==> config.mk <==
export PLATFORM = sky130hd
export DESIGN_NAME = pso_strap_override
export DESIGN_NICKNAME = d
export VERILOG_FILES = /design/src/pso_pkg.sv /design/src/pso_strap_override.sv
export VERILOG_INCLUDE_DIRS = /design/src /design/src/src
export SDC_FILE = /design/constraint.sdc
export NUM_CORES = 1
export LEC_CHECK = 0
export BUFFER_PORTS_ARGS = -buffer_cell sky130_fd_sc_hd__buf_2
export CAP_MARGIN = 25
export CORE_MARGIN = 3
export CORE_UTILIZATION = 44
export CTS_BUF_LIST = sky130_fd_sc_hd__clkbuf_8
export DETAILED_ROUTE_END_ITERATION = 10
export PLACE_DENSITY = 0.67
export SKIP_LAST_GASP = 1
export SYNTH_ARGS = -nofsm -noshare
export SYNTH_HDL_FRONTEND = slang
export SYNTH_SLANG_ARGS = --single-unit
==> constraint.sdc <==
create_clock -name i_core_clk -period 3.3 [get_ports i_core_clk]
set_clock_uncertainty 0.2 [all_clocks]
set_input_delay 0.33 -clock i_core_clk [delete_from_list [all_inputs] [get_ports i_core_clk]]
set_output_delay 0.33 -clock i_core_clk [all_outputs]
set_load 0.01 [all_outputs]
==> src/pso_defs.svh <==
// Purpose: constants for the strap override and bus address block
// Assumes: byte-wide command codes, word registers of 16 bits
// Notes:   offsets are command codes
`ifndef PSO_DEFS_SVH
`define PSO_DEFS_SVH
`define PSO_CMD_OVERRIDE   8'hee
`define PSO_CMD_ADDRESS    8'hef
`define PSO_CMD_CHECKSUM   8'hf0
`define PSO_BIT_STACK      12
`define PSO_BIT_SYNC       11
`define PSO_BIT_COMP       9
`define PSO_BIT_ADDR       8
`define PSO_BIT_ILV        5
`define PSO_BIT_TON        3
`define PSO_BIT_IOC        2
`define PSO_BIT_FSW        1
`define PSO_BIT_OUTPUT_VOLTAGE_GROUP_SRC       0
`define PSO_OVR_USED_MASK  16'h1b2f
`define PSO_ADDR_MASK      8'h7f
`define PSO_RSVD_ADDR0     7'h0c
`define PSO_RSVD_ADDR1     7'h28
`define PSO_RSVD_ADDR2     7'h37
`define PSO_RSVD_ADDR3     7'h61
`define PSO_NUM_FIELDS     9
`endif

==> src/pso_pkg.sv <==
// Purpose: types for the strap override and bus address block
// Assumes: pso_defs.svh holds all numbers
// Notes:   one settings word per reloadable field
package pso_pkg;
   typedef logic [15:0] pso_word_t;
   // one 16-bit image per field, index = override bit position group
   typedef struct packed {
      pso_word_t stack;
      pso_word_t sync;
      pso_word_t comp;
      pso_word_t addr;
      pso_word_t ilv;
      pso_word_t ton;
      pso_word_t ioc;
      pso_word_t fsw;
      pso_word_t output_voltage_group_src;
   } pso_cfg_t;
   // host command port
   typedef struct packed {
      logic       wr;
      logic       rd;
      logic [7:0] cmd;
      logic       word;
      pso_word_t  data;
   } pso_req_t;
   typedef struct packed {
      logic      ack;
      logic      invalid;
      pso_word_t data;
   } pso_rsp_t;
   typedef struct packed {
      logic      strap_taken;
      pso_word_t ovr;
      pso_cfg_t  strap;
      pso_cfg_t  live;
      pso_word_t csum;
      pso_rsp_t  rsp;
      logic      match;
   } pso_state_t;
endpackage

==> src/pso_strap_override.sv <==
// Purpose: picks strap or NVM source per setting, holds bus address
// Assumes: protocol engine gives decoded command pulses on this clock
// Notes:   checksum value is computed outside and given on i_nvm_csum
`timescale 1ns/1ps
`include "pso_defs.svh"
module pso_strap_override
   import pso_pkg::*;
#(
   parameter int NFIELDS = `PSO_NUM_FIELDS
) (
   input  wire logic      i_core_clk,
   input  wire logic      i_arst_n,
   input  wire pso_cfg_t  i_strap_pins,
   input  wire pso_cfg_t  i_nvm_cfg,
   input  wire pso_word_t i_nvm_ovr,
   input  wire pso_word_t i_nvm_csum,
   input  wire logic      i_reload,
   input  wire pso_req_t  i_req,
   input  wire logic [6:0] i_bus_addr,
   output pso_cfg_t       o_cfg,
   output pso_word_t      o_ovr,
   output pso_rsp_t       o_rsp,
   output logic           o_addr_match
);

   // elaboration check: the carrier struct is laid out for nine fields only
   if (NFIELDS != `PSO_NUM_FIELDS) begin : g_bad_nfields
      $error("field count fixed at nine");
   end

   ////////////////////////////////////////////////////////////////////////
   // helpers

   // reserved target addresses cannot be programmed
   function automatic logic is_rsvd(input logic [6:0] a);
      is_rsvd = (a == `PSO_RSVD_ADDR0) || (a == `PSO_RSVD_ADDR1) ||
                (a == `PSO_RSVD_ADDR2) || (a == `PSO_RSVD_ADDR3);
   endfunction

   // per-field source selection, override bit high keeps strap
   function automatic pso_cfg_t pick(input pso_word_t ovr, input pso_cfg_t s, input pso_cfg_t n);
      pso_cfg_t c;
      c       = n;
      c.stack = ovr[`PSO_BIT_STACK] ? s.stack : n.stack;
      c.sync  = ovr[`PSO_BIT_SYNC]  ? s.sync  : n.sync;
      c.comp  = ovr[`PSO_BIT_COMP]  ? s.comp  : n.comp;
      c.addr  = ovr[`PSO_BIT_ADDR]  ? s.addr  : n.addr;
      c.ilv   = ovr[`PSO_BIT_ILV]   ? s.ilv   : n.ilv;
      c.ton   = ovr[`PSO_BIT_TON]   ? s.ton   : n.ton;
      c.ioc   = ovr[`PSO_BIT_IOC]   ? s.ioc   : n.ioc;
      c.fsw   = ovr[`PSO_BIT_FSW]   ? s.fsw   : n.fsw;
      c.output_voltage_group_src  = ovr[`PSO_BIT_OUTPUT_VOLTAGE_GROUP_SRC]  ? s.output_voltage_group_src  : n.output_voltage_group_src;
      // bits 10 and 4 are never looked at here
      pick    = c;
   endfunction

   ////////////////////////////////////////////////////////////////////////
   // strap synchroniser: pins are outside the clock domain

   pso_cfg_t strap_s1_r;
   pso_cfg_t strap_s2_r;

   // first stage read only by the second
   always_ff @(posedge i_core_clk or negedge i_arst_n) begin
      if (!i_arst_n) begin
         strap_s1_r <= '0;
         strap_s2_r <= '0;
      end else begin
         strap_s1_r <= i_strap_pins;
         strap_s2_r <= strap_s1_r;
      end
   end

   ////////////////////////////////////////////////////////////////////////
   // state

   pso_state_t st_r;
   pso_state_t st_nxt;
   logic       boot_r;  // two-cycle gap so the sync chain has settled
   logic [1:0] boot_cnt_r;

   always_ff @(posedge i_core_clk or negedge i_arst_n) begin
      if (!i_arst_n) begin
         boot_cnt_r <= 2'h0;
      end else if (boot_cnt_r != 2'h3) begin
         boot_cnt_r <= boot_cnt_r + 2'h1;
      end
   end
   assign boot_r = (boot_cnt_r == 2'h2);

   logic addr_wr;
   logic rsvd_hit;
   assign addr_wr  = i_req.wr && (i_req.cmd == `PSO_CMD_ADDRESS) && !i_req.word;
   assign rsvd_hit = is_rsvd(i_req.data[6:0]);

   // next-state logic; host access and reloads
   always_comb begin
      st_nxt         = st_r;
      st_nxt.rsp     = '0;
      st_nxt.match   = (i_bus_addr == st_r.live.addr[6:0]);
      if (boot_r && !st_r.strap_taken) begin
         // straps captured once, after reset release
         st_nxt.strap_taken = 1'b1;
         st_nxt.strap       = strap_s2_r;
         st_nxt.ovr         = i_nvm_ovr;
         st_nxt.live        = pick(i_nvm_ovr, strap_s2_r, i_nvm_cfg);
         st_nxt.csum        = i_nvm_csum;
      end else if (i_reload && st_r.strap_taken) begin
         // restore reuses the captured straps, never resamples
         st_nxt.live = pick(st_r.ovr, st_r.strap, i_nvm_cfg);
         st_nxt.csum = i_nvm_csum;
      end else if (i_req.wr) begin
         case (i_req.cmd)
            `PSO_CMD_OVERRIDE: begin
               // word write, live at once but used only on reload
               if (i_req.word) begin
                  st_nxt.ovr     = i_req.data;
                  st_nxt.rsp.ack = 1'b1;
               end else begin
                  st_nxt.rsp.invalid = 1'b1;
               end
            end
            `PSO_CMD_ADDRESS: begin
               if (addr_wr && !rsvd_hit) begin
                  st_nxt.live.addr = {9'h000, i_req.data[6:0]};
                  st_nxt.rsp.ack   = 1'b1;
               end else begin
                  st_nxt.rsp.invalid = 1'b1; // old address kept
               end
            end
            `PSO_CMD_CHECKSUM: st_nxt.rsp.invalid = 1'b1;
            default: st_nxt.rsp.invalid = 1'b1;
         endcase
      end else if (i_req.rd) begin
         case (i_req.cmd)
            `PSO_CMD_OVERRIDE: begin
               st_nxt.rsp.invalid = !i_req.word;
               st_nxt.rsp.ack     = i_req.word;
               st_nxt.rsp.data    = st_r.ovr;
            end
            `PSO_CMD_ADDRESS: begin
               st_nxt.rsp.invalid = i_req.word;
               st_nxt.rsp.ack     = !i_req.word;
               st_nxt.rsp.data    = st_r.live.addr & {8'h00, `PSO_ADDR_MASK};
            end
            `PSO_CMD_CHECKSUM: begin
               st_nxt.rsp.invalid = !i_req.word;
               st_nxt.rsp.ack     = i_req.word;
               st_nxt.rsp.data    = st_r.csum;
            end
            default: st_nxt.rsp.invalid = 1'b1;
         endcase
      end
   end

   always_ff @(posedge i_core_clk or negedge i_arst_n) begin
      if (!i_arst_n) begin
         st_r <= '0;
      end else begin
         st_r <= st_nxt;
      end
   end

   // outputs from flip-flops
   assign o_cfg        = st_r.live;
   assign o_ovr        = st_r.ovr;
   assign o_rsp        = st_r.rsp;
   assign o_addr_match = st_r.match;

   ////////////////////////////////////////////////////////////////////////
   // checks

   property p_strap_kept;
      @(posedge i_core_clk) disable iff (!i_arst_n)
      (i_reload && st_r.strap_taken && !boot_r && st_r.ovr[`PSO_BIT_ADDR])
         |=> (st_r.live.addr == $past(st_r.strap.addr));
   endproperty
   a_strap_kept: assert property (p_strap_kept) else $error("strap address not kept");

   property p_nvm_taken;
      @(posedge i_core_clk) disable iff (!i_arst_n)
      (i_reload && st_r.strap_taken && !boot_r && !st_r.ovr[`PSO_BIT_OUTPUT_VOLTAGE_GROUP_SRC])
         |=> (st_r.live.output_voltage_group_src == $past(i_nvm_cfg.output_voltage_group_src));
   endproperty
   a_nvm_taken: assert property (p_nvm_taken) else $error("voltage group not from nvm");

   property p_strap_once;
      @(posedge i_core_clk) disable iff (!i_arst_n)
      st_r.strap_taken |=> $stable(st_r.strap);
   endproperty
   a_strap_once: assert property (p_strap_once) else $error("straps resampled");

   property p_rsvd_refused;
      @(posedge i_core_clk) disable iff (!i_arst_n)
      (addr_wr && rsvd_hit && !i_reload && !boot_r)
         |=> (st_r.rsp.invalid && $stable(st_r.live.addr));
   endproperty
   a_rsvd_refused: assert property (p_rsvd_refused) else $error("reserved address accepted");

   property p_addr_bit7;
      @(posedge i_core_clk) disable iff (!i_arst_n)
      (st_r.rsp.ack && $past(i_req.rd) && $past(i_req.cmd) == `PSO_CMD_ADDRESS) |-> !st_r.rsp.data[7];
   endproperty
   a_addr_bit7: assert property (p_addr_bit7) else $error("address bit 7 set");

   property p_new_addr;
      @(posedge i_core_clk) disable iff (!i_arst_n)
      (addr_wr && !rsvd_hit && !i_reload && st_r.strap_taken)
         ##1 (i_bus_addr == $past(i_req.data[6:0])) |=> o_addr_match;
   endproperty
   a_new_addr: assert property (p_new_addr) else $error("new address not answered");

   property p_csum_wr;
      @(posedge i_core_clk) disable iff (!i_arst_n)
      (i_req.wr && i_req.cmd == `PSO_CMD_CHECKSUM && !i_reload && st_r.strap_taken)
         |=> (st_r.rsp.invalid && !st_r.rsp.ack);
   endproperty
   a_csum_wr: assert property (p_csum_wr) else $error("checksum write accepted");

   property p_csum_reload;
      @(posedge i_core_clk) disable iff (!i_arst_n)
      (i_reload && st_r.strap_taken && !boot_r) |=> (st_r.csum == $past(i_nvm_csum));
   endproperty
   a_csum_reload: assert property (p_csum_reload) else $error("checksum not refreshed");

   property p_ovr_write;
      @(posedge i_core_clk) disable iff (!i_arst_n)
      (i_req.wr && i_req.word && i_req.cmd == `PSO_CMD_OVERRIDE && !i_reload && st_r.strap_taken)
         |=> (st_r.ovr == $past(i_req.data)) && $stable(st_r.live);
   endproperty
   a_ovr_write: assert property (p_ovr_write) else $error("override write misbehaved");

   // restore source per field; override word cannot change in a reload cycle
   property p_stack_src;
      @(posedge i_core_clk) disable iff (!i_arst_n)
      (i_reload && st_r.strap_taken && !boot_r)
         |=> st_r.live.stack == (st_r.ovr[`PSO_BIT_STACK] ? $past(st_r.strap.stack) : $past(i_nvm_cfg.stack));
   endproperty
   a_stack_src: assert property (p_stack_src) else $error("stack source wrong");

   property p_sync_src;
      @(posedge i_core_clk) disable iff (!i_arst_n)
      (i_reload && st_r.strap_taken && !boot_r)
         |=> st_r.live.sync == (st_r.ovr[`PSO_BIT_SYNC] ? $past(st_r.strap.sync) : $past(i_nvm_cfg.sync));
   endproperty
   a_sync_src: assert property (p_sync_src) else $error("sync source wrong");

   property p_comp_src;
      @(posedge i_core_clk) disable iff (!i_arst_n)
      (i_reload && st_r.strap_taken && !boot_r)
         |=> st_r.live.comp == (st_r.ovr[`PSO_BIT_COMP] ? $past(st_r.strap.comp) : $past(i_nvm_cfg.comp));
   endproperty
   a_comp_src: assert property (p_comp_src) else $error("compensation source wrong");

   property p_addr_src;
      @(posedge i_core_clk) disable iff (!i_arst_n)
      (i_reload && st_r.strap_taken && !boot_r)
         |=> st_r.live.addr == (st_r.ovr[`PSO_BIT_ADDR] ? $past(st_r.strap.addr) : $past(i_nvm_cfg.addr));
   endproperty
   a_addr_src: assert property (p_addr_src) else $error("address source wrong");

   property p_ilv_src;
      @(posedge i_core_clk) disable iff (!i_arst_n)
      (i_reload && st_r.strap_taken && !boot_r)
         |=> st_r.live.ilv == (st_r.ovr[`PSO_BIT_ILV] ? $past(st_r.strap.ilv) : $past(i_nvm_cfg.ilv));
   endproperty
   a_ilv_src: assert property (p_ilv_src) else $error("interleave source wrong");

   property p_ton_src;
      @(posedge i_core_clk) disable iff (!i_arst_n)
      (i_reload && st_r.strap_taken && !boot_r)
         |=> st_r.live.ton == (st_r.ovr[`PSO_BIT_TON] ? $past(st_r.strap.ton) : $past(i_nvm_cfg.ton));
   endproperty
   a_ton_src: assert property (p_ton_src) else $error("soft-start source wrong");

   property p_ioc_src;
      @(posedge i_core_clk) disable iff (!i_arst_n)
      (i_reload && st_r.strap_taken && !boot_r)
         |=> st_r.live.ioc == (st_r.ovr[`PSO_BIT_IOC] ? $past(st_r.strap.ioc) : $past(i_nvm_cfg.ioc));
   endproperty
   a_ioc_src: assert property (p_ioc_src) else $error("current limit source wrong");

   property p_fsw_src;
      @(posedge i_core_clk) disable iff (!i_arst_n)
      (i_reload && st_r.strap_taken && !boot_r)
         |=> st_r.live.fsw == (st_r.ovr[`PSO_BIT_FSW] ? $past(st_r.strap.fsw) : $past(i_nvm_cfg.fsw));
   endproperty
   a_fsw_src: assert property (p_fsw_src) else $error("switching rate source wrong");

   // boot load: address from strap or nvm as the stored override says
   property p_boot_addr;
      @(posedge i_core_clk) disable iff (!i_arst_n)
      (boot_r && !st_r.strap_taken)
         |=> st_r.live.addr == (st_r.ovr[`PSO_BIT_ADDR] ? $past(strap_s2_r.addr) : $past(i_nvm_cfg.addr));
   endproperty
   a_boot_addr: assert property (p_boot_addr) else $error("boot address source wrong");

   property p_boot_csum;
      @(posedge i_core_clk) disable iff (!i_arst_n)
      (boot_r && !st_r.strap_taken)
         |=> (st_r.csum == $past(i_nvm_csum));
   endproperty
   a_boot_csum: assert property (p_boot_csum) else $error("checksum not taken at boot");

   // once captured, straps stay captured until the next power-on reset
   property p_strap_sticky;
      @(posedge i_core_clk) disable iff (!i_arst_n)
      st_r.strap_taken
         |=> st_r.strap_taken;
   endproperty
   a_strap_sticky: assert property (p_strap_sticky) else $error("strap capture lost");

   property p_rsp_onehot;
      @(posedge i_core_clk) disable iff (!i_arst_n)
      !(st_r.rsp.ack && st_r.rsp.invalid);
   endproperty
   a_rsp_onehot: assert property (p_rsp_onehot) else $error("ack and invalid together");

   c_boot:   cover property (@(posedge i_core_clk) disable iff (!i_arst_n) $rose(st_r.strap_taken));
   c_reload: cover property (@(posedge i_core_clk) disable iff (!i_arst_n) i_reload && st_r.strap_taken);
   c_rsvd:   cover property (@(posedge i_core_clk) disable iff (!i_arst_n) addr_wr && rsvd_hit);
   c_newadr: cover property (@(posedge i_core_clk) disable iff (!i_arst_n) addr_wr && !rsvd_hit);

endmodule

==> results <==
- The worst-case IR drop observed on VDD is 334.8 uV.
- The DRC violation total after the first TritonRoute iteration is 1319.
- The total power per unit cell area is 538.8 nW/um^2.
- The share of flip-flops with an asynchronous set or reset after synthesis is 100.0%.
- The relative contribution of sequential cells to total power is 49.1%.
- Setup repair after global routing left no endpoint under its margin.
- The count of buffers added on input and output ports is 535.
- In this run, synthesis produced a sequential element count of 630.
- The initial antenna violation count was 8.
- The detailed-route DRC error count is 0.
- On the critical path the largest part of the delay comes from buffers and inverters.
- In this run the power spent charging and discharging nets is 4.389 mW.
- When the netlist entered floorplanning its net count stood at 2508.
- The transition at the pin with the smallest max-transition slack is 1.030 ns.
- The via count of the first global-routing pass came to 20134.
- The relative contribution of combinational cells to total power is 10.8%.
- The mean cell area of the mapped netlist is 11.28 um^2.
- At the worst endpoint, the required time is 3.74 ns.
- The data arrival time of the critical path is 3.43 ns.
- After floorplanning, the core was divided into 85 placement rows.
- The max-slew violation count is 0.
- The flow ran to the end, and the final reports show no timing, DRC or antenna violations.
- Clock-pin slew was measured on the worst setup and hold paths at 0.06 ns.
- The synthesized design contains 0 enable-type register cells.
- The final hold violation count is 0.
- The detailed-route vias per instance is 5.263.
- In the final routed layout, each cell accounts on average for 20.62 um.
- The cell with the largest stage delay on the worst path is sky130_fd_sc_hd__buf_4.
- The routed layout has 19361 vias.
- The effective utilization at floorplan is 44.80%.
- After the last flow step, the layout net total stands at 3258.
- The CTS tree is yes.
- The maximum fanout encountered on the critical timing path is 53.
- The count of cells in the finished layout, fillers not included, comes to 3679.
- The summed negative setup slack over all endpoints is 0 ns.
- The post-route clock period utilization is 90.61%.
- After floorplanning, the core was sized to cover 54130 um^2.
- The count of buffer and inverter cells on the critical path is 4.
- Entering global routing, the biggest net connects 129 pins.
- The pre-antenna-repair detailed-routing pass consisted of 5 iterations.
- The clock power share is 40.0%.
- The static leakage power is 15.71 nW.
- The cell type contributing the most total cell area after synthesis is sky130_fd_sc_hd__dfrtp_1.
- The placed instances occupy a cell area of 26510 um^2.
- The synthesized netlist occupies a cell area of 24250 um^2.
- The congestion estimate from routability-driven global placement came to 0.8644.
- STA classifies the critical path endpoint as a register.
- Once layout is done, the placed cells without fillers occupy 32230 um^2.
- The number of setup violations in the final report is 0.
- The portion of the post-synthesis area used by sequential elements is 65.01%.
- Cell internal power was estimated by the tool at 12.98 mW.
- In this run the worst hold path is classified as input port to register.
- The startpoint-to-endpoint class of the critical path is register to register.
- Across the run, the number of max-cap violations was 0.
- Including well taps, the total number of placed cells is 3133.
- The maximum clock frequency is 334.4 MHz.
- The switching share of total power is 25.27%.
- The sequential cells in the finished layout cover a total of 15770 um^2.
- The buffer type at the clock tree root is sky130_fd_sc_hd__clkbuf_8.
- The die covers 57970 um^2.
- The worst relative slew slack is 31.33%.
- For this run the aggregate overflow at the end of global routing stands at 0.
- The layout filler cell count is 4203.
- The count of boundary I/O pins is 536.
- The later pin in the worst-skew pair is clocked with a latency of 0.69 ns.
- The Yosys step of the flow raised 0 warnings.
- The clock passes through at most 3 buffers.
- Synthesis instantiated 41 different standard cells from the library.
- STA classifies the critical path startpoint as a register.
- The worst stage delay on the critical path is 0.57 ns.
- The dominant synthesized flop cell is sky130_fd_sc_hd__dfrtp_1.
- Global routing used 25.75% of the available tracks.
- The first global-routing pass estimated 114.8 mm of wire.
- Counting every sink on the clock net gives 630.
- The fraction of post-synthesis cell area in the top cell type by area is 65.01%.
- Walking the worst path, the cells encountered are inv_1, ha_1, nor2b_4, buf_4, buf_4, nand2_1, a31oi_1, dlygate4sd3_1.
- The commonest cells after synthesis are 630 x sky130_fd_sc_hd__dfrtp_1, 606 x sky130_fd_sc_hd__nand2_1, 178 x sky130_fd_sc_hd__buf_4.
- In this run the number of H-tree levels came out at 3.
- In the post-synthesis netlist, the cell with the most instances is sky130_fd_sc_hd__dfrtp_1.
- The cell seen most often among critical-path stages is sky130_fd_sc_hd__buf_4.
- Summing all multi-input logic gate instances after layout gives 6726 um^2.
- The number of resized instances in the post-cts repair step is 0.
- After layout, the minimum clock period comes to 2.990 ns.
- The HPWL after detailed placement is 48.48 mm.
- Synthesis handed over a netlist of 2149 instances.
- Measured along the x axis, the die boundary spans 240.8 um.
- The layout overhead on the synthesized area is 32.91%.
- The total clock buffers created by CTS is 103.
- Summed over all layers, the routed wires come to 75.84 mm.
- Ranked by total cell area, the synthesized netlist is headed by sky130_fd_sc_hd__dfrtp_1 65%, sky130_fd_sc_hd__nand2_1 9.4%, sky130_fd_sc_hd__buf_4 5.5%, sky130_fd_sc_hd__o22ai_1 3.7%, sky130_fd_sc_hd__mux2i_1 3.3%.
- The ratio of cells with drive above 1 in the final layout is 27.32%.
- The height of the die is 240.8 um.
- The count of nets left with antenna violations once routing finished came out at 0.
## routing by layer
metal	routed length (um)	global-route usage [%]
met1	29680	32.03
met2	37570	43.24
met5	34	0
met4	3237	11.12
met3	5327	6.194
## cells in the final DEF (no fill, tap or decap), types with 3 or more instances in the layout
master                          instances
sky130_fd_sc_hd__a31oi_1               12
sky130_fd_sc_hd__o31ai_1               80
sky130_fd_sc_hd__clkinv_2               7
sky130_fd_sc_hd__a21oi_1               50
sky130_fd_sc_hd__mux2_4                10
sky130_fd_sc_hd__o22ai_1              142
sky130_fd_sc_hd__xor2_1                 3
sky130_fd_sc_hd__inv_1                 32
sky130_fd_sc_hd__nor2_1               117
sky130_fd_sc_hd__mux2_2                61
sky130_fd_sc_hd__xnor2_1                7
sky130_fd_sc_hd__buf_4                 39
sky130_fd_sc_hd__diode_2               11
sky130_fd_sc_hd__o221ai_1               7
sky130_fd_sc_hd__bufinv_16              4
sky130_fd_sc_hd__a22oi_1               16
sky130_fd_sc_hd__buf_2                534
sky130_fd_sc_hd__dfrtp_1              630
sky130_fd_sc_hd__dlygate4sd3_1        357
sky130_fd_sc_hd__buf_12                 8
sky130_fd_sc_hd__nand2_1              605
sky130_fd_sc_hd__mux2i_1               80
sky130_fd_sc_hd__clkinvlp_4             4
sky130_fd_sc_hd__clkbuf_8             130
## state kept, by name (all words and copies together) (netlist names)
register / count
boot_cnt_r: 2
strap_s1_r: 144
o_cfg: 144
o_rsp: 18
o_ovr: 16
st_r: 161
strap_s2_r: 144
o_addr_match: 1
## cell families after synthesis
logic type | synth area share (%)
adders and majority gates | 0.1032
xor gates and xnor gates | 0.3612
AOI/OAI and AO/OA | 8.441
DFF | 65.01
and+or+nand+nor | 11.93
buffers and inverters | 7.404
muxes | 6.754
## power groups by stage
stage | registers [mW] | clock network [mW] | logic (mW)
2_1_floorplan | 8.53 | 0 | 0.985
3_3_place_gp | 8.63 | 0 | 1.48
3_5_place_dp | 8.65 | 0 | 1.52
4_1_cts | 8.52 | 7.10 | 1.87
5_1_grt | 8.57 | 7.46 | 2.04
6_report | 8.53 | 6.95 | 1.88
## area by class of cell
type / count / area share [%]
antenna: 11 / 0.08540
clock buffer: 130 / 5.551
clock inverter: 48 / 1.036
inverter: 1 / 0.01165
multi-input combinational: 1224 / 20.87
sequential: 630 / 48.91
tap: 696 / 2.702
timing repair buffer: 939 / 20.83
## through the flow
step                      util, %  hold slack, ns  worst slack [ns]  total power, mW
final                       59.54         0.07004            0.3097            17.37
after global routing        59.50        0.005906            0.2027            18.08
after CTS                   59.49       0.0005643            0.3448            17.49
after detailed placement    48.97          0.1347            0.6503            10.17
after global placement      48.97          0.1316            0.7995            10.12
after floorplan                 -         -0.1656             1.127            9.510
## worst paths after layout
kind	from	to	slack, ns	cells after the start
setup / recovery	boot_cnt_r[0]	o_ovr[7]	0.31	8
hold / removal	i_strap_pins[4]	strap_s1_r[4]	0.07	2
setup reg to reg	boot_cnt_r[0]	o_ovr[7]	0.31	8
hold reg to reg	strap_s1_r[69]	strap_s2_r[69]	0.14	0
max in group asynchronous	i_arst_n	o_cfg[106]	0.77	4
min in group asynchronous	i_arst_n	strap_s2_r[110]	0.52	3
## worst reg2reg max path, delay by kind of cell, from the launching register on
kind            cells  cell delay (ns)
buf+inv             4             1.51
simple gates        2             0.43
compound gates      1             0.20
flops               1             0.41
fa+ha+maj           1             0.22
## timing repair
action | CTS | global route
endpoints found under the hold margin | 954 | 0
hold buffers | 357 | 0
buffers inserted | 0 | 0
setup endpoints to repair | 0 | 0
No activity file was read; power rests on OpenSTA's default activity.
